==> src/hw/automatic_dma_mode_ctl_pkg.sv <==
// Purpose: shared constants and types for the automatic dma control block
// Assumes: axi4-lite register access, 32-bit data, one word per register
// Notes: register offsets are byte addresses

package automatic_dma_mode_ctl_pkg;

  // ==========================================================
  // register map
  localparam logic [7:0] OFF_EVENT_MASK = 8'h00;
  localparam logic [7:0] OFF_STATUS_MIRROR = 8'h04;
  localparam logic [7:0] OFF_PACKET_COUNT = 8'h08;
  localparam logic [7:0] OFF_ERROR_CONTROL = 8'h0C;
  localparam logic [7:0] OFF_DMA_CONTROL = 8'h10;
  localparam logic [7:0] OFF_DMA_EVENT = 8'h14;
  localparam logic [7:0] OFF_ALT_EVENT = 8'h18;

  // ==========================================================
  // field positions
  localparam int EV_SHORT = 3;
  localparam int EV_COUNT = 2;
  localparam int EV_ERROR = 1;
  localparam int EV_HALT = 0;
  localparam int AEH_BIT = 7;
  localparam int CTL_AUTOMATIC_DMA_MODE = 0;
  localparam int CTL_ISO = 1;
  localparam int CTL_SRC_LO = 4;
  localparam int ALT_DMA_BIT = 0;

  // ==========================================================
  // reset values
  localparam logic [3:0] MASK_RST = 4'h0;
  localparam logic [7:0] COUNT_RST = 8'h00;
  localparam logic [6:0] ERRCNT_RST = 7'h00;

  localparam logic [1:0] RESP_OKAY = 2'h0;
  localparam logic [1:0] RESP_SLVERR = 2'h2;

  // status of one endpoint direction, as seen by this block
  typedef struct packed {
    logic done;      // packet finished on the bus
    logic ok;        // finished without error (ack seen / rx good)
    logic moved;     // dma moved the packet to/from memory
    logic short_pkt; // receive packet shorter than fifo
  } pkt_evt_t;

  typedef struct packed {
    logic reload_tx; // reload fifo and reschedule
    logic flush_rx;  // flush receive fifo
    logic drop_rx;   // iso: discard without dma
  } err_act_t;

endpackage : automatic_dma_mode_ctl_pkg

==> src/hw/automatic_dma_mode_ctl.sv <==
// Purpose: automatic dma event mask, status mirror, packet count, error retry
// Assumes: axi4-lite slave, endpoint status and packet events from the sie
// Notes: see functional notes below

`timescale 1ns/1ps

module automatic_dma_mode_ctl
  import automatic_dma_mode_ctl_pkg::*;
#(
  parameter int NUM_EP = 8
) (
  input wire logic aclk,
  input wire logic aresetn,
  input wire logic [7:0] s_axi_awaddr,
  input wire logic s_axi_awvalid,
  output logic s_axi_awready,
  input wire logic [31:0] s_axi_wdata,
  input wire logic [3:0] s_axi_wstrb,
  input wire logic s_axi_wvalid,
  output logic s_axi_wready,
  output logic [1:0] s_axi_bresp,
  output logic s_axi_bvalid,
  input wire logic s_axi_bready,
  input wire logic [7:0] s_axi_araddr,
  input wire logic s_axi_arvalid,
  output logic s_axi_arready,
  output logic [31:0] s_axi_rdata,
  output logic [1:0] s_axi_rresp,
  output logic s_axi_rvalid,
  input wire logic s_axi_rready,
  input wire logic [NUM_EP*8-1:0] ep_status,
  input wire logic tx_dir,
  input wire pkt_evt_t pkt_evt,
  input wire logic sw_halt,
  output logic automatic_dma_mode_active,
  output logic [2:0] dma_source_select,
  output logic alt_dma_flag,
  output err_act_t err_act
);

  // ==========================================================
  // state
  logic [3:0] mask_r;
  logic [7:0] count_r;
  logic aeh_r;
  logic [6:0] preset_r;
  logic [6:0] errcnt_r;
  logic [3:0] event_r;
  logic [7:0] ctl_r;
  logic automatic_dma_mode_r;
  logic alt_r;
  logic [7:0] mirror_r;
  err_act_t act_r;

  // ==========================================================
  // axi write channel
  logic [7:0] awaddr_r;
  logic [31:0] wdata_r;
  logic [3:0] wstrb_r;
  logic aw_have_r;
  logic w_have_r;
  logic bvalid_r;
  logic [1:0] bresp_r;
  logic wr_fire;
  logic wr_lane0;

  assign wr_fire = aw_have_r && w_have_r && !bvalid_r;
  assign wr_lane0 = wr_fire && wstrb_r[0];

  always_ff @(posedge aclk) begin
    if (!aresetn) begin
      aw_have_r <= 1'b0;
      awaddr_r <= 8'h00;
    end else if (s_axi_awvalid && !aw_have_r) begin
      aw_have_r <= 1'b1;
      awaddr_r <= s_axi_awaddr;
    end else if (wr_fire) begin
      aw_have_r <= 1'b0;
    end
  end

  always_ff @(posedge aclk) begin
    if (!aresetn) begin
      w_have_r <= 1'b0;
      wdata_r <= 32'h0000_0000;
      wstrb_r <= 4'h0;
    end else if (s_axi_wvalid && !w_have_r) begin
      w_have_r <= 1'b1;
      wdata_r <= s_axi_wdata;
      wstrb_r <= s_axi_wstrb;
    end else if (wr_fire) begin
      w_have_r <= 1'b0;
    end
  end

  logic wr_mapped;
  always_comb begin
    unique case (awaddr_r)
      OFF_EVENT_MASK, OFF_STATUS_MIRROR, OFF_PACKET_COUNT,
      OFF_ERROR_CONTROL, OFF_DMA_CONTROL, OFF_DMA_EVENT,
      OFF_ALT_EVENT: wr_mapped = 1'b1;
      default: wr_mapped = 1'b0;
    endcase
  end

  always_ff @(posedge aclk) begin
    if (!aresetn) begin
      bvalid_r <= 1'b0;
      bresp_r <= RESP_OKAY;
    end else if (wr_fire) begin
      bvalid_r <= 1'b1;
      bresp_r <= wr_mapped ? RESP_OKAY : RESP_SLVERR;
    end else if (s_axi_bready) begin
      bvalid_r <= 1'b0;
    end
  end

  assign s_axi_awready = !aw_have_r;
  assign s_axi_wready = !w_have_r;
  assign s_axi_bvalid = bvalid_r;
  assign s_axi_bresp = bresp_r;

  logic wr_mask, wr_count, wr_err, wr_ctl, wr_event, wr_alt;
  assign wr_mask = wr_lane0 && awaddr_r == OFF_EVENT_MASK;
  assign wr_count = wr_lane0 && awaddr_r == OFF_PACKET_COUNT;
  assign wr_err = wr_lane0 && awaddr_r == OFF_ERROR_CONTROL;
  assign wr_ctl = wr_lane0 && awaddr_r == OFF_DMA_CONTROL;
  assign wr_event = wr_lane0 && awaddr_r == OFF_DMA_EVENT;
  assign wr_alt = wr_lane0 && awaddr_r == OFF_ALT_EVENT;

  // ==========================================================
  // packet outcome decode
  logic op_good, op_err, evt_any;
  // rx: good reception, then moved; tx: moved, then sent and acked
  assign op_good = automatic_dma_mode_r && pkt_evt.done && pkt_evt.ok
                   && pkt_evt.moved;
  assign op_err = automatic_dma_mode_r && pkt_evt.done && !pkt_evt.ok;

  logic [3:0] evt_set;
  logic err_exhausted;
  assign err_exhausted = !aeh_r || errcnt_r == 7'h00;
  always_comb begin
    evt_set = 4'h0;
    evt_set[EV_SHORT] = op_good && !tx_dir && pkt_evt.short_pkt;
    evt_set[EV_COUNT] = op_good && count_r == 8'h00;
    evt_set[EV_ERROR] = op_err && err_exhausted;
    evt_set[EV_HALT] = automatic_dma_mode_r && sw_halt;
  end

  // ==========================================================
  // dma event register: set wins over write-one-to-clear
  always_ff @(posedge aclk) begin
    if (!aresetn) begin
      event_r <= 4'h0;
    end else begin
      event_r <= (event_r & ~(wr_event ? wdata_r[3:0] : 4'h0)) | evt_set;
    end
  end
  assign evt_any = |event_r;

  // ==========================================================
  // control: source select, iso mode, automatic mode
  always_ff @(posedge aclk) begin
    if (!aresetn) begin
      ctl_r <= 8'h00;
    end else if (wr_ctl) begin
      ctl_r <= wdata_r[7:0];
    end
  end

  always_ff @(posedge aclk) begin
    if (!aresetn) begin
      automatic_dma_mode_r <= 1'b0;
    end else if (evt_any || |evt_set) begin
      automatic_dma_mode_r <= 1'b0;
    end else if (wr_ctl) begin
      automatic_dma_mode_r <= wdata_r[CTL_AUTOMATIC_DMA_MODE];
    end
  end

  // ==========================================================
  // event mask and alternate event flag
  always_ff @(posedge aclk) begin
    if (!aresetn) begin
      mask_r <= MASK_RST;
    end else if (wr_mask) begin
      mask_r <= wdata_r[3:0];
    end
  end

  always_ff @(posedge aclk) begin
    if (!aresetn) begin
      alt_r <= 1'b0;
    end else if (|(evt_set & mask_r)) begin
      alt_r <= 1'b1;
    end else if (wr_alt && wdata_r[ALT_DMA_BIT]) begin
      alt_r <= 1'b0;
    end
  end

  // ==========================================================
  // status mirror, a plain copy so the source is never touched
  always_ff @(posedge aclk) begin
    if (!aresetn) begin
      mirror_r <= 8'h00;
    end else begin
      mirror_r <= ep_status[ctl_r[CTL_SRC_LO +: 3]*8 +: 8];
    end
  end

  // ==========================================================
  // packet countdown
  always_ff @(posedge aclk) begin
    if (!aresetn) begin
      count_r <= COUNT_RST;
    end else if (wr_count) begin
      count_r <= wdata_r[7:0];
    end else if (op_good && count_r != 8'h00) begin
      count_r <= count_r - 8'h01;
    end
  end

  // ==========================================================
  // error preset and live counter
  always_ff @(posedge aclk) begin
    if (!aresetn) begin
      aeh_r <= 1'b0;
      preset_r <= ERRCNT_RST;
    end else if (wr_err && !automatic_dma_mode_r) begin
      aeh_r <= wdata_r[AEH_BIT];
      preset_r <= wdata_r[6:0];
    end
  end

  always_ff @(posedge aclk) begin
    if (!aresetn) begin
      errcnt_r <= ERRCNT_RST;
    end else if (!automatic_dma_mode_r || op_good) begin
      errcnt_r <= preset_r;
    end else if (op_err && aeh_r && errcnt_r != 7'h00) begin
      errcnt_r <= errcnt_r - 7'h01;
    end
  end

  // ==========================================================
  // automatic error actions, one-cycle pulses
  logic retry;
  assign retry = op_err && aeh_r && errcnt_r != 7'h00;
  always_ff @(posedge aclk) begin
    if (!aresetn) begin
      act_r <= '0;
    end else begin
      act_r.reload_tx <= retry && tx_dir && !ctl_r[CTL_ISO];
      act_r.flush_rx <= retry && !tx_dir;
      act_r.drop_rx <= retry && !tx_dir && ctl_r[CTL_ISO];
    end
  end

  // ==========================================================
  // axi read channel
  logic rvalid_r;
  logic [31:0] rdata_r;
  logic [1:0] rresp_r;
  logic [7:0] rd_byte;
  logic rd_ok;

  always_comb begin
    rd_ok = 1'b1;
    unique case (s_axi_araddr)
      OFF_EVENT_MASK: rd_byte = {4'h0, mask_r};
      OFF_STATUS_MIRROR: rd_byte = mirror_r;
      OFF_PACKET_COUNT: rd_byte = count_r;
      OFF_ERROR_CONTROL:
        rd_byte = {aeh_r, automatic_dma_mode_r ? errcnt_r : preset_r};
      OFF_DMA_CONTROL: rd_byte = {ctl_r[7:1], automatic_dma_mode_r};
      OFF_DMA_EVENT: rd_byte = {4'h0, event_r};
      OFF_ALT_EVENT: rd_byte = {7'h00, alt_r};
      default: begin
        rd_byte = 8'h00;
        rd_ok = 1'b0;
      end
    endcase
  end

  always_ff @(posedge aclk) begin
    if (!aresetn) begin
      rvalid_r <= 1'b0;
      rdata_r <= 32'h0000_0000;
      rresp_r <= RESP_OKAY;
    end else if (s_axi_arvalid && !rvalid_r) begin
      rvalid_r <= 1'b1;
      rdata_r <= {24'h00_0000, rd_byte};
      rresp_r <= rd_ok ? RESP_OKAY : RESP_SLVERR;
    end else if (s_axi_rready) begin
      rvalid_r <= 1'b0;
    end
  end

  assign s_axi_arready = !rvalid_r;
  assign s_axi_rvalid = rvalid_r;
  assign s_axi_rdata = rdata_r;
  assign s_axi_rresp = rresp_r;

  // ==========================================================
  // outputs
  assign automatic_dma_mode_active = automatic_dma_mode_r;
  assign dma_source_select = ctl_r[CTL_SRC_LO +: 3];
  assign alt_dma_flag = alt_r;
  assign err_act = act_r;

endmodule : automatic_dma_mode_ctl

==> config.mk <==
export PLATFORM = sky130hd
export DESIGN_NAME = automatic_dma_mode_ctl
export DESIGN_NICKNAME = d
export VERILOG_FILES = /design/src/hw/automatic_dma_mode_ctl_pkg.sv /design/src/hw/automatic_dma_mode_ctl.sv
export SDC_FILE = /design/constraint.sdc
export NUM_CORES = 1
export LEC_CHECK = 0
export BUFFER_PORTS_ARGS = -buffer_cell sky130_fd_sc_hd__buf_4
export CORE_ASPECT_RATIO = 0.9
export CORE_MARGIN = 1
export CORE_UTILIZATION = 44
export DETAILED_ROUTE_END_ITERATION = 16
export PLACE_DENSITY = 0.77
export SKIP_LAST_GASP = 1
export SYNTH_ARGS = -nofsm -noshare
export SYNTH_HDL_FRONTEND = slang
export SYNTH_SLANG_ARGS = --single-unit
export TNS_END_PERCENT = 20
==> constraint.sdc <==
create_clock -name aclk -period 1.93 [get_ports aclk]
set_input_delay 0.386 -clock aclk [delete_from_list [all_inputs] [get_ports aclk]]
set_output_delay 0.386 -clock aclk [all_outputs]
set_load 0.02 [all_outputs]
### Word-level counts from Yosys, hierarchy flattened

Cells that the tools add are included.

| word-level totals | value |
|---|---|
| bits in registers | 85 |
| input port bits | 129 |
| output and inout bits | 49 |
| logic and storage cells | 124 |

| operators by class | value |
|---|---|
| $add $sub $neg | 2 |
| equality and inequality tests | 12 |
| shift-type cells | 1 |
| multiplexer cells | 20 |
| bitwise logic cells | 5 |
| reductions and logical operators | 61 |

Operator list:

| operator | number |
|---|---|
| $shiftx A64 B7 Y8 | 1 |
| $pmux W8 S7 | 1 |
| $eq A8 B5 Y1 const B | 6 |
| $eq A8 B4 Y1 const B | 4 |
| $logic_and A1 B1 Y1 | 30 |
| $logic_not A8 Y1 | 3 |
| $mux W7 | 3 |
| $eq A8 B3 Y1 const B | 2 |
| $mux W8 | 2 |
| $reduce_bool A2 Y1 | 7 |
| $reduce_or A7 Y1 | 2 |
| $reduce_or A4 Y1 | 3 |
| $mux W1 | 11 |
| $logic_not A1 Y1 | 9 |
| $and A4 B4 Y4 | 2 |
| $reduce_bool A8 Y1 | 1 |
| $sub A8 B1 Y8 const B | 1 |
| $logic_not A7 Y1 | 1 |
| $reduce_bool A7 Y1 | 1 |
| $sub A7 B1 Y7 const B | 1 |
| $mux W2 | 2 |
| $mux W4 | 1 |
| $not A4 Y4 | 1 |
| $or A4 B4 Y4 | 1 |
| other kinds (3) | 5 |

### Longest topological paths before layout

Gate-level depths: netlist of the first run.

| logic depth | value |
|---|---|
| depth after elaboration | 8 |
| gate-level depth with buffers | 7 |

### Least setup slack after synthesis of the first run

OpenSTA, ideal clock, no wires.

| timing path | value |
|---|---|
| kind | register to register |
| start point | register awaddr_r[0] |
| end point | register automatic_dma_mode_r (netlist: automatic_dma_mode_active) |
| library setup time | 92 ps |
| arrival | 1974 ps |
| data required time | 1838 ps |
| path slack | -136 ps |
| stages on the path, launching flop included | 7 |
| buffers on the path | 1 |
| clock period less this slack | 2066 ps |
| cells stage by stage | dfxtp_1 or4_4 nand4bb_4 or4b_4 buf_6 mux2i_1 nor4_1 |

| on the way | value |
|---|---|
| word-level cells in the longest chain between the ends | 2 |

RTL lines:

| item | line | text |
|---|---|---|
| start: declaration | automatic_dma_mode_ctl.sv:57 | `logic [7:0] awaddr_r;` |
| start signal: assignment | automatic_dma_mode_ctl.sv:76 | `awaddr_r <= s_axi_awaddr;` |
| $eq A8 B5 Y1 | automatic_dma_mode_ctl.sv:127 | `assign wr_ctl = wr_lane0 && awaddr_r == OFF_DMA_CONTROL;` |
| $logic_and A1 B1 Y1 | automatic_dma_mode_ctl.sv:127 |  |
| end signal: assignment | automatic_dma_mode_ctl.sv:177 | `automatic_dma_mode_r <= wdata_r[CTL_AUTOMATIC_DMA_MODE];` |
| end: declaration | automatic_dma_mode_ctl.sv:50 | `logic automatic_dma_mode_r;` |

Every way passes these cells.
A chain may end at the register's enable or synchronous reset.

### Final worst setup path of the first run

| timing path | value |
|---|---|
| start point | register awaddr_r[7] |
| end point | register ctl_r[4] |

| on the way | value |
|---|---|
| word-level cells in the longest chain between the ends | 2 |

RTL lines:

| item | line | text |
|---|---|---|
| $eq A8 B5 Y1 | automatic_dma_mode_ctl.sv:127 |  |
| $logic_and A1 B1 Y1 | automatic_dma_mode_ctl.sv:127 |  |
| end signal: assignment | automatic_dma_mode_ctl.sv:167 | `ctl_r <= wdata_r[7:0];` |
| end: declaration | automatic_dma_mode_ctl.sv:49 | `logic [7:0] ctl_r;` |

Every way passes these cells.

==> results of run 1 <==
cells in the final DEF, fill, tap and decap left out, drive strengths merged, types with 6 or more instances in the layout:
| master | synthesis | routed |
|---|---|---|
| a21oi | 34 | 34 |
| buf | 34 | 144 |
| clkbuf | 21 | 9 |
| conb | 1 | 26 |
| dfxtp | 82 | 82 |
| inv | 10 | 14 |
| mux2i | 44 | 44 |
| mux4 | 19 | 19 |
| nand2 | 45 | 45 |
| nand3 | 14 | 14 |
| nor2 | 58 | 58 |
| nor2b | 8 | 8 |
| o21ai | 21 | 21 |
| o22ai | 6 | 6 |
| xor2 | 6 | 6 |
stage by stage:
stage | instances | instance area (sq um) | worst slack, ps
after global routing | 735 | 5600 | -238
after global placement | 717 | 5380 | -146
after CTS | 735 | 5600 | -216
after detailed placement | 717 | 5380 | -222
final | 735 | 5600 | -181
after floorplan | 504 | 4490 | -133
layout make-up:
class	count	share of cell area, %
Clock buffer	9	2.21
Tap cell	126	2.82
Sequential cell	82	29.4
Multi-Input combinational cell	357	44.1
Timing Repair Buffer	144	19.8
Inverter	10	0.671
Clock inverter	7	1.07
power groups by stage:
stage / combinational [mW] / sequential [mW] / clock (mW)
2_1_floorplan: 0.269 / 1.80 / 0
3_3_place_gp: 0.451 / 1.82 / 0
3_5_place_dp: 0.462 / 1.82 / 0
4_1_cts: 0.464 / 1.78 / 1.20
5_1_grt: 0.506 / 1.78 / 1.28
6_report: 0.466 / 1.78 / 1.18
logic make-up (layout without fill, tap and decap cells):
kind of cell	after synthesis	count (layout)	synth area share, %
AOI/OAI and AO/OA	88	88	11.9
xor gates and xnor gates	8	8	1.59
adders and majority gates	3	3	0.854
buffers and inverters	65	170	8.60
DFF	82	82	37.4
muxes	66	66	20.5
other	1	26	0.0853
and+or+nand+nor	166	166	19.1
state kept, by name, summed over array words and instances (netlist names), 3 cells and up:
name,flops
err_act,3
count_r,8
mirror_r,8
awaddr_r,8
preset_r,7
s_axi_rdata,8
errcnt_r,7
mask_r,4
ctl_r,7
event_r,4
wdata_r,8
timing repair:
item / in CTS / in global routing
endpoints found under the setup margin: 23 / 28
resized for setup: 1 / 0
pin swaps: 4 / 2
setup buffers: 2 / 0
worst reg2reg max path: stages (launching register included):
cell and delay, ps:
dfxtp_1 320, or4_4 540, nand4bb_4 220, or4b_4 550
buf_12 170, mux2i_1 160, nor2_1 50
per-layer routing:
metal / up-vias / GRT usage, %
met2: 205 / 37.9
met4: 0 / 7.38
li1: 1908 / -
met1: 1893 / 30.5
met3: 18 / 5.66
met5: - / 0
worst max path at each step:
stage | endpoint | slack (ps) | from | cells past startpoint
after CTS | ctl_r[4] | -220 | awaddr_r[7] | 6
after floorplan | automatic_dma_mode_active | -130 | awaddr_r[0] | 6
after global placement | automatic_dma_mode_active | -150 | awaddr_r[0] | 5
after global routing | ctl_r[6] | -240 | awaddr_r[7] | 6
after detailed placement | automatic_dma_mode_active | -220 | awaddr_r[0] | 5
final | ctl_r[4] | -180 | awaddr_r[7] | 6
==> metrics.md, run 1 <==
| Metric | Value |
|---|---|
| Outcome | `finished, violations left` |
| Violated checks | `setup timing` |
| Core area | `9700 sq um` |
| Rel. slew slack | `64.6%` |
| Multi-input logic area | `2470 sq um` |
| Final nets | `736` |
| Crit-path leading delay family | `simple AND/OR/NAND/NOR gates` |
| Pwr Total | `3.43 mW` |
| Reg2reg end | `ctl_r[4]` |
| Ant. Diodes | `0` |
| Die ar. | `10400 sq um` |
| Register bit total from synthesis | `82` |
| Synth Instances | `479` |
| Hold depth | `2` |
| Req. time, crit path | `2190 ps` |
| Root Driver | `clkbuf_8` |
| Most common cell in the netlist | `dfxtp_1` |
| Min Hold Slack | `191 ps` |
| Post-Route WL | `11700 microns` |
| IO Pins | `178` |
| Netlist cell types | `53` |
| Crit-path cells | `or4_4, nand4bb_4, or4b_4, buf_12, mux2i_1, nor2_1` |
| Lkg Pwr | `2.37 nW` |
| Routed length on met3 | `932 microns` |
| Register area | `1640 sq um` |
| Hold WC Path Type | `in -> reg` |
| Die height | `96.8 microns` |
| Final Hold Viols | `0` |
| Clk sink count | `82` |
| First-pass GRT wire length | `18900 microns` |
| RSZ-0062 raised after global routing | `yes` |
| Worst Path Arrival | `2370 ps` |
| Inserted Clock Buffers | `9` |
| Crit path time final | `2110 ps` |
| Main synth FF type | `dfxtp_1` |
| Async set-or-reset flop fraction in the synthesized netlist | `0%` |
| Net Sw Power | `0.963 mW` |
| Worst Hold Endpoint | `err_act[1]` |
| Skew final | `5.97 ps` |
| Metal-1 WL | `5100 microns` |
| Residual DRC | `0` |
| Router iterations before antenna repair | `5` |
| # hold bufs at CTS | `0` |
| Crit share post-route | `109%` |
| Maximum VDD drop | `316 uV` |
| Critical Path Fanout Max | `6` |
| Number of synthesized flops with an enable pin | `0` |
| Max incr delay on CP | `550 ps` |
| Top cells by area, synth | `dfxtp_1 (37%), mux2i_1 (10%), mux4_2 (9.7%)` |
| Post-Syn Area per Cell | `9.17 sq um` |
| Final antenna-violating net count | `0` |
| Fin util | `57.7%` |
| Vias in the first global route | `3859` |
| Crit path capture type | `flop` |
| Final-layout fill cell count | `854` |
| Synth Warn # | `0` |
| Via density | `5.47` |
| Die X | `107 microns` |
| Hold path start | `tx_dir` |
| Fmax | `474 MHz` |
| Internal Power | `2.47 mW` |
| Initial Utilization | `45.3%` |
| Wire length on met2 | `5480 microns` |
| Tot GR Track Use | `23.4%` |
| Area grow syn2layout | `27.4%` |
| Sw Share | `28.1%` |
| Sum Neg Setup Slack | `-2360 ps` |
| DR WL/cell | `15.9 microns` |
| Comb pwr share | `13.6%` |
| Post-synth top area cell | `dfxtp_1` |
| Reg power frac | `51.9%` |
| WS Path Type | `reg -> reg` |
| Mapped Area | `4390 sq um` |
| Post-synth top cells | `dfxtp_1 (82), nor2_1 (58), nand2_1 (45), mux2i_1 (44), a21oi_1 (34)` |
| CTS H-Tree Depth | `3` |
| Startpoint Class | `flop` |
| CTS tree | `built` |
| Vias | `4024` |
| Fin. max-slew vios | `0` |
| Clock transition at path regs | `90 ps` |
| Share of cells above drive strength 1 | `31.5%` |
| Highest metal used | `met4` |
| Largest net degree at the start of global routing | `55` |
| Top cell type's share of synthesized area | `37.4%` |
| Starting DRT DRC Count | `267` |
| Number of port buffers | `124` |
| FP Rows | `34` |
| Reg2reg start | `awaddr_r[7]` |
| Initial antenna violation count | `0` |
| Cell Pwr Density | `613 nW/um^2` |
| Setup Viol. Count Final | `20` |
| R2r setup slk | `-180 ps` |
| WP buf/inv | `1` |
| CP max-delay cell | `or4b_4` |
| Routability Congestion | `0.888` |
| Final WS setup | `-181 ps` |
| CTS Buffer Depth | `2` |
| Maxcap violations | `0` |
| Detail Placement HPWL | `8960 microns` |
| Total grt overflow | `0` |
| Actual slew at the worst max-slew pin | `529 ps` |
| Clock Latency Late Sink | `360 ps` |
| Register-to-Register Path Depth | `6` |
| Sequential area share after synthesis | `37.4%` |
| Clock network power share | `34.5%` |
No activity file was read; power rests on OpenSTA's default activity.
==> inputs of run 2 (changes only) <==
--- a/config.mk
+++ b/config.mk
@@ -11,6 +11,7 @@
 export CORE_UTILIZATION = 44
 export DETAILED_ROUTE_END_ITERATION = 16
 export PLACE_DENSITY = 0.77
+export SKIP_CTS_REPAIR_TIMING = 1
 export SKIP_LAST_GASP = 1
 export SYNTH_ARGS = -nofsm -noshare
 export SYNTH_HDL_FRONTEND = slang
==> metrics.md, run 2 (synthesis results as in run 1) <==
| Metric | Value |
|---|---|
| Outcome | `finished, violations left` |
| Violated checks | `setup timing` |
| Clock transition at path regs | `90 ps (about the same)` |
| DP Area | `5380 sq um (unchanged)` |
| WS Path Type | `reg -> reg` |
| Startpoint Class | `flop` |
| Critical Path Fanout Max | `6 (unchanged)` |
| Lkg Pwr | `2.36 nW (-0.18%)` |
| Rel. slew slack | `65.2% (+0.54 points)` |
| Final antenna-violating net count | `0 (unchanged)` |
| Residual DRC | `0 (unchanged)` |
| Worst slack, placed | `-222 ps (unchanged)` |
| Routability Congestion | `0.888 (unchanged)` |
| First-pass GRT wire length | `18900 microns (+0.22%)` |
| Crit share post-route | `111% (+1.8 points)` |
| Placed insts | `717 (unchanged)` |
| IO Pins | `178 (unchanged)` |
| Fin util | `57.6% (-0.077 points)` |
| Total grt overflow | `0 (unchanged)` |
| Largest net degree at the start of global routing | `55 (unchanged)` |
| Initial antenna violation count | `0 (unchanged)` |
| Final WS setup | `-216 ps (-34.6 ps)` |
| Core area | `9700 sq um (unchanged)` |
| Tot GR Track Use | `23.4% (+0.043 points)` |
| RSZ-0062 raised after global routing | `yes` |
| Vias in the first global route | `3856 (-0.078%)` |
| Req. time, crit path | `2190 ps (about the same)` |
| Reg power frac | `51.9% (about the same)` |
| Commonest non-fill, non-tap cell in the layout | `buf_4` |
| Metal-1 WL | `4980 microns (-2.4%)` |
| Post-Route WL | `11700 microns (about the same)` |
| Clk sink count | `82 (unchanged)` |
| Wire length on met2 | `5480 microns (about the same)` |
| Starting DRT DRC Count | `289 (+8.2%)` |
| Crit path time final | `2150 ps (+34.6 ps)` |
| Crit path capture type | `flop` |
| Final non-filler cell area | `5590 sq um (-0.13%)` |
| Inserted Clock Buffers | `9 (unchanged)` |
| Hold WC Path Type | `in -> reg` |
| Area grow syn2layout | `27.2%` |
| Actual slew at the worst max-slew pin | `518 ps (-11.7 ps)` |
| Reg2reg start | `awaddr_r[7]` |
| Final nets | `735 (-0.14%)` |
| Detail Placement HPWL | `8960 microns (unchanged)` |
| Worst Path Arrival | `2410 ps (+40 ps)` |
| Internal Power | `2.47 mW (about the same)` |
| Clock network power share | `34.5% (about the same)` |
| Net Sw Power | `0.963 mW (about the same)` |
| Share of cells above drive strength 1 | `31.4% (-0.11 points)` |
| Fin. max-slew vios | `0 (unchanged)` |
| Final Hold Viols | `0 (unchanged)` |
| FP Rows | `34 (unchanged)` |
| Crit path from | `awaddr_r[7]` |
| CTS tree | `built` |
| Number of port buffers | `124 (unchanged)` |
| Cell Pwr Density | `613 nW/um^2 (+0.11%)` |
| Die X | `107 microns (unchanged)` |
| DR WL/cell | `15.9 microns (+0.22%)` |
| Die height | `96.8 microns (unchanged)` |
| Skew final | `5.25 ps (-0.719 ps)` |
| Via density | `5.43 (-0.76%)` |
| CTS H-Tree Depth | `3 (unchanged)` |
| Highest metal used | `met4` |
| Sw Share | `28.1% (about the same)` |
| Setup Viol. Count Final | `20 (unchanged)` |
| Fmax | `466 MHz (-1.6%)` |
| Initial Utilization | `45.3% (unchanged)` |
| Die ar. | `10400 sq um (unchanged)` |
| Hold path start | `tx_dir` |
| Clock Latency Late Sink | `370 ps (about the same)` |
| Most frequent cells in the layout | `buf_4 (141), dfxtp_1 (81), nor2_1 (58)` |
| Root Driver | `clkbuf_8` |
| Maxcap violations | `0 (unchanged)` |
| Routed length on met3 | `1050 microns (+12%)` |
| Sum Neg Setup Slack | `-2780 ps (-424 ps)` |
| Comb pwr share | `13.5% (about the same)` |
| Pwr Total | `3.43 mW (about the same)` |
| Final Non-Filler Cells | `734 (-0.14%)` |
| Ant. Diodes | `0 (unchanged)` |
| Router iterations before antenna repair | `5 (unchanged)` |
| Vias | `3988 (-0.89%)` |
| Min Hold Slack | `188 ps (-2.68 ps)` |
| Maximum VDD drop | `314 uV (-0.71%)` |
| CTS Buffer Depth | `2 (unchanged)` |
==> run 2: cell count changes in the layout (fill, tap and decap cells not counted) <==
| cell | change |
|---|---|
| buf_4 | -1 |
==> run 2: worst max-delay path, cell delays in order, from the launching register on <==
cell and delay, ps:
dfxtp_1 320, or4_4 540, nand4bb_4 220, or4b_4 580, buf_12 170, mux2i_1 150
nor2_1 50
==> run 2: area by class of cell <==
cell class | count | area (sq um)
fillers | 857 | 4110
flip-flops and latches | 82 | 1640
multi-input cells | 357 | 2470
inverters | 10 | 37.5
clock inverters | 7 | 60.1
well taps | 126 | 158
clock buffers | 9 | 124
repair buffers | 143 | 1100
==> run 2: path summary, 6_finish.rpt <==
check,cells after the start,endpoint,slack [ps]
max reg2reg,6,ctl_r[4],-220
max,6,ctl_r[4],-220
min,2,err_act[1],190
min reg2reg,2,s_axi_rdata[2],470
==> run 2: power groups by stage <==
| stage | clock, mW | sequential, mW | combinational (mW) |
|---|---|---|---|
| after CTS | 1.20 | 1.78 | 0.463 |
| after global placement | 0 | 1.82 | 0.451 |
| final | 1.18 | 1.78 | 0.465 |
| after detailed placement | 0 | 1.82 | 0.462 |
| after global routing | 1.28 | 1.79 | 0.506 |
| after floorplan | 0 | 1.80 | 0.269 |
==> run 2: per-layer routing <==
layer  track usage, %  up-vias
li1                 -     1907
met1             30.4     1854
met2             37.8      210
met3             6.20       17
met4             7.27        0
met5                0        -
==> inputs of run 3 (changes only) <==
--- a/config.mk
+++ b/config.mk
@@ -10,6 +10,7 @@
 export CORE_MARGIN = 1
 export CORE_UTILIZATION = 44
 export DETAILED_ROUTE_END_ITERATION = 16
+export MAX_ROUTING_LAYER = met4
 export PLACE_DENSITY = 0.77
 export SKIP_CTS_REPAIR_TIMING = 1
 export SKIP_LAST_GASP = 1
==> metrics.md, run 3 (synthesis results as in run 1) <==
| Metric | Value |
|---|---|
| Post-Route WL | `11400 microns (-2.5%)` |
| Reg2reg start | `awaddr_r[0]` |
| Hold depth | `2 (unchanged)` |
| Pwr Total | `3.46 mW (+1.0%)` |
| Final nets | `735 (unchanged)` |
| Die X | `107 microns (unchanged)` |
| Core area | `9700 sq um (unchanged)` |
| FP Rows | `34 (unchanged)` |
| CTS tree | `built` |
| Die ar. | `10400 sq um (unchanged)` |
| Crit path capture type | `flop` |
| Final WS setup | `-194 ps (+21.3 ps)` |
| Fin. max-slew vios | `0 (unchanged)` |
| Maxcap violations | `0 (unchanged)` |
| Critical Path Fanout Max | `6 (unchanged)` |
| Initial Utilization | `45.3% (unchanged)` |
| Final antenna-violating net count | `0 (unchanged)` |
| Area grow syn2layout | `27.3% (about the same)` |
| Req. time, crit path | `2180 ps (about the same)` |
| Setup Viol. Count Final | `16 (-20%)` |
| Actual slew at the worst max-slew pin | `635 ps (+117 ps)` |
| CTS Buffer Depth | `2 (unchanged)` |
| Vias in the first global route | `3807 (-1.3%)` |
| Cell Pwr Density | `619 nW/um^2 (+0.94%)` |
| Final Hold Viols | `0 (unchanged)` |
| Multi-input logic area | `2470 sq um (unchanged)` |
| Starting DRT DRC Count | `228 (-21%)` |
| Largest net degree at the start of global routing | `55 (unchanged)` |
| Violated checks | `setup timing` |
| WS Path Type | `reg -> reg` |
| Tot GR Track Use | `23.7% (+0.33 points)` |
| Most frequent cells in the layout | `buf_4 (141), dfxtp_1 (82), nor2_1 (58)` |
| Routability Congestion | `0.900 (+1.3%)` |
| Crit path time final | `2120 ps (-21.3 ps)` |
| Skew final | `9.98 ps (+4.73 ps)` |
| R2r setup slk | `-190 ps (+20 ps)` |
| Via density | `5.43 (-0.10%)` |
| First-pass GRT wire length | `18400 microns (-2.5%)` |
| Lkg Pwr | `2.37 nW (+0.14%)` |
| DR WL/cell | `15.5 microns (-2.5%)` |
| IO Pins | `178 (unchanged)` |
| CTS H-Tree Depth | `3 (unchanged)` |
| Vias | `3984 (-0.10%)` |
| Initial antenna violation count | `0 (unchanged)` |
| Final-layout fill cell count | `873 (+1.9%)` |
| Final non-filler cell area | `5590 sq um (about the same)` |
| Crit share post-route | `110% (-1.1 points)` |
| Fmax | `471 MHz (+1.0%)` |
| Startpoint Class | `flop` |
| Worst Path Arrival | `2380 ps (-30 ps)` |
| RSZ-0062 raised after global routing | `yes` |
| Outcome | `finished, violations left` |
| Router iterations before antenna repair | `5 (unchanged)` |
| Final Non-Filler Cells | `734 (unchanged)` |
| Share of cells above drive strength 1 | `31.3% (-0.16 points)` |
| Detail Placement HPWL | `8830 microns (-1.4%)` |
| Reg2reg end | `ctl_r[3]` |
| Hold WC Path Type | `in -> reg` |
| Rel. slew slack | `57.6% (-7.6 points)` |
| Commonest non-fill, non-tap cell in the layout | `buf_4` |
| Placed insts | `717 (unchanged)` |
| Inserted Clock Buffers | `9 (unchanged)` |
| Die height | `96.8 microns (unchanged)` |
| Worst slack, placed | `-146 ps (+76.1 ps)` |
| Crit path from | `awaddr_r[0]` |
| Clock transition at path regs | `100 ps (about the same)` |
| Root Driver | `clkbuf_8` |
| Register-to-Register Path Depth | `6 (unchanged)` |
| Total grt overflow | `0 (unchanged)` |
| Register area | `1640 sq um (about the same)` |
| Min Hold Slack | `193 ps (+4.76 ps)` |
| Ant. Diodes | `0 (unchanged)` |
| DP Area | `5380 sq um (unchanged)` |
| Clock Latency Late Sink | `370 ps (about the same)` |
| CP Capture Point | `ctl_r[3]` |
| Number of port buffers | `124 (unchanged)` |
| Residual DRC | `0 (unchanged)` |
| Clk sink count | `82 (unchanged)` |
| Maximum VDD drop | `337 uV (+7.5%)` |
-- run 3: how the worst min path moves through the flow --
stage                   start        endpoint
4_1_cts                tx_dir      err_act[1]
3_5_place_dp   s_axi_rdata[2]  s_axi_rdata[2]
2_1_floorplan        ctl_r[1]      err_act[2]
6_report               tx_dir      err_act[1]
5_1_grt                tx_dir      err_act[1]
3_3_place_gp   s_axi_rdata[2]  s_axi_rdata[2]
-- run 3: metal layers --
| layer | wire length, microns | global-route usage, % |
|---|---|---|
| met1 | 4990 | 30.8 |
| met2 | 5420 | 37.7 |
| met3 | 809 | 4.65 |
| met4 | 163 | 6.53 |
| met5 | 0 | - |
-- run 3: area by class of cell --
| cell class | instances | area share (%) |
|---|---|---|
| multi-input cells | 357 | 44.1 |
| repair buffers | 143 | 19.6 |
| clock buffers | 9 | 2.21 |
| flip-flops and latches | 82 | 29.4 |
| inverters | 10 | 0.671 |
| clock inverters | 7 | 1.16 |
| well taps | 126 | 2.82 |
-- run 3: worst max-delay path: stages (launching register included) --
cell and delay [ps]:
dfxtp_1 320, or4_4 530, nand4bb_4 220, or4b_4 580, buf_12 170, mux2i_1 140
nor2_1 60
-- run 3: report_power, final --
part / leakage, nW / internal (mW) / switching (mW) / total, mW
clock: 0.0951 / 0.504 / 0.717 / 1.22
sequential: 0.667 / 1.73 / 0.0475 / 1.78
combinational: 1.60 / 0.244 / 0.221 / 0.464
-- run 3: through the flow --
step                      TNS (ps)  utilization, %
after global placement       -1450            55.5
after detailed placement     -1700            55.5
after CTS                    -2300            57.5
after floorplan              -1700               -
final                        -2070            57.7
after global routing         -4110            57.7
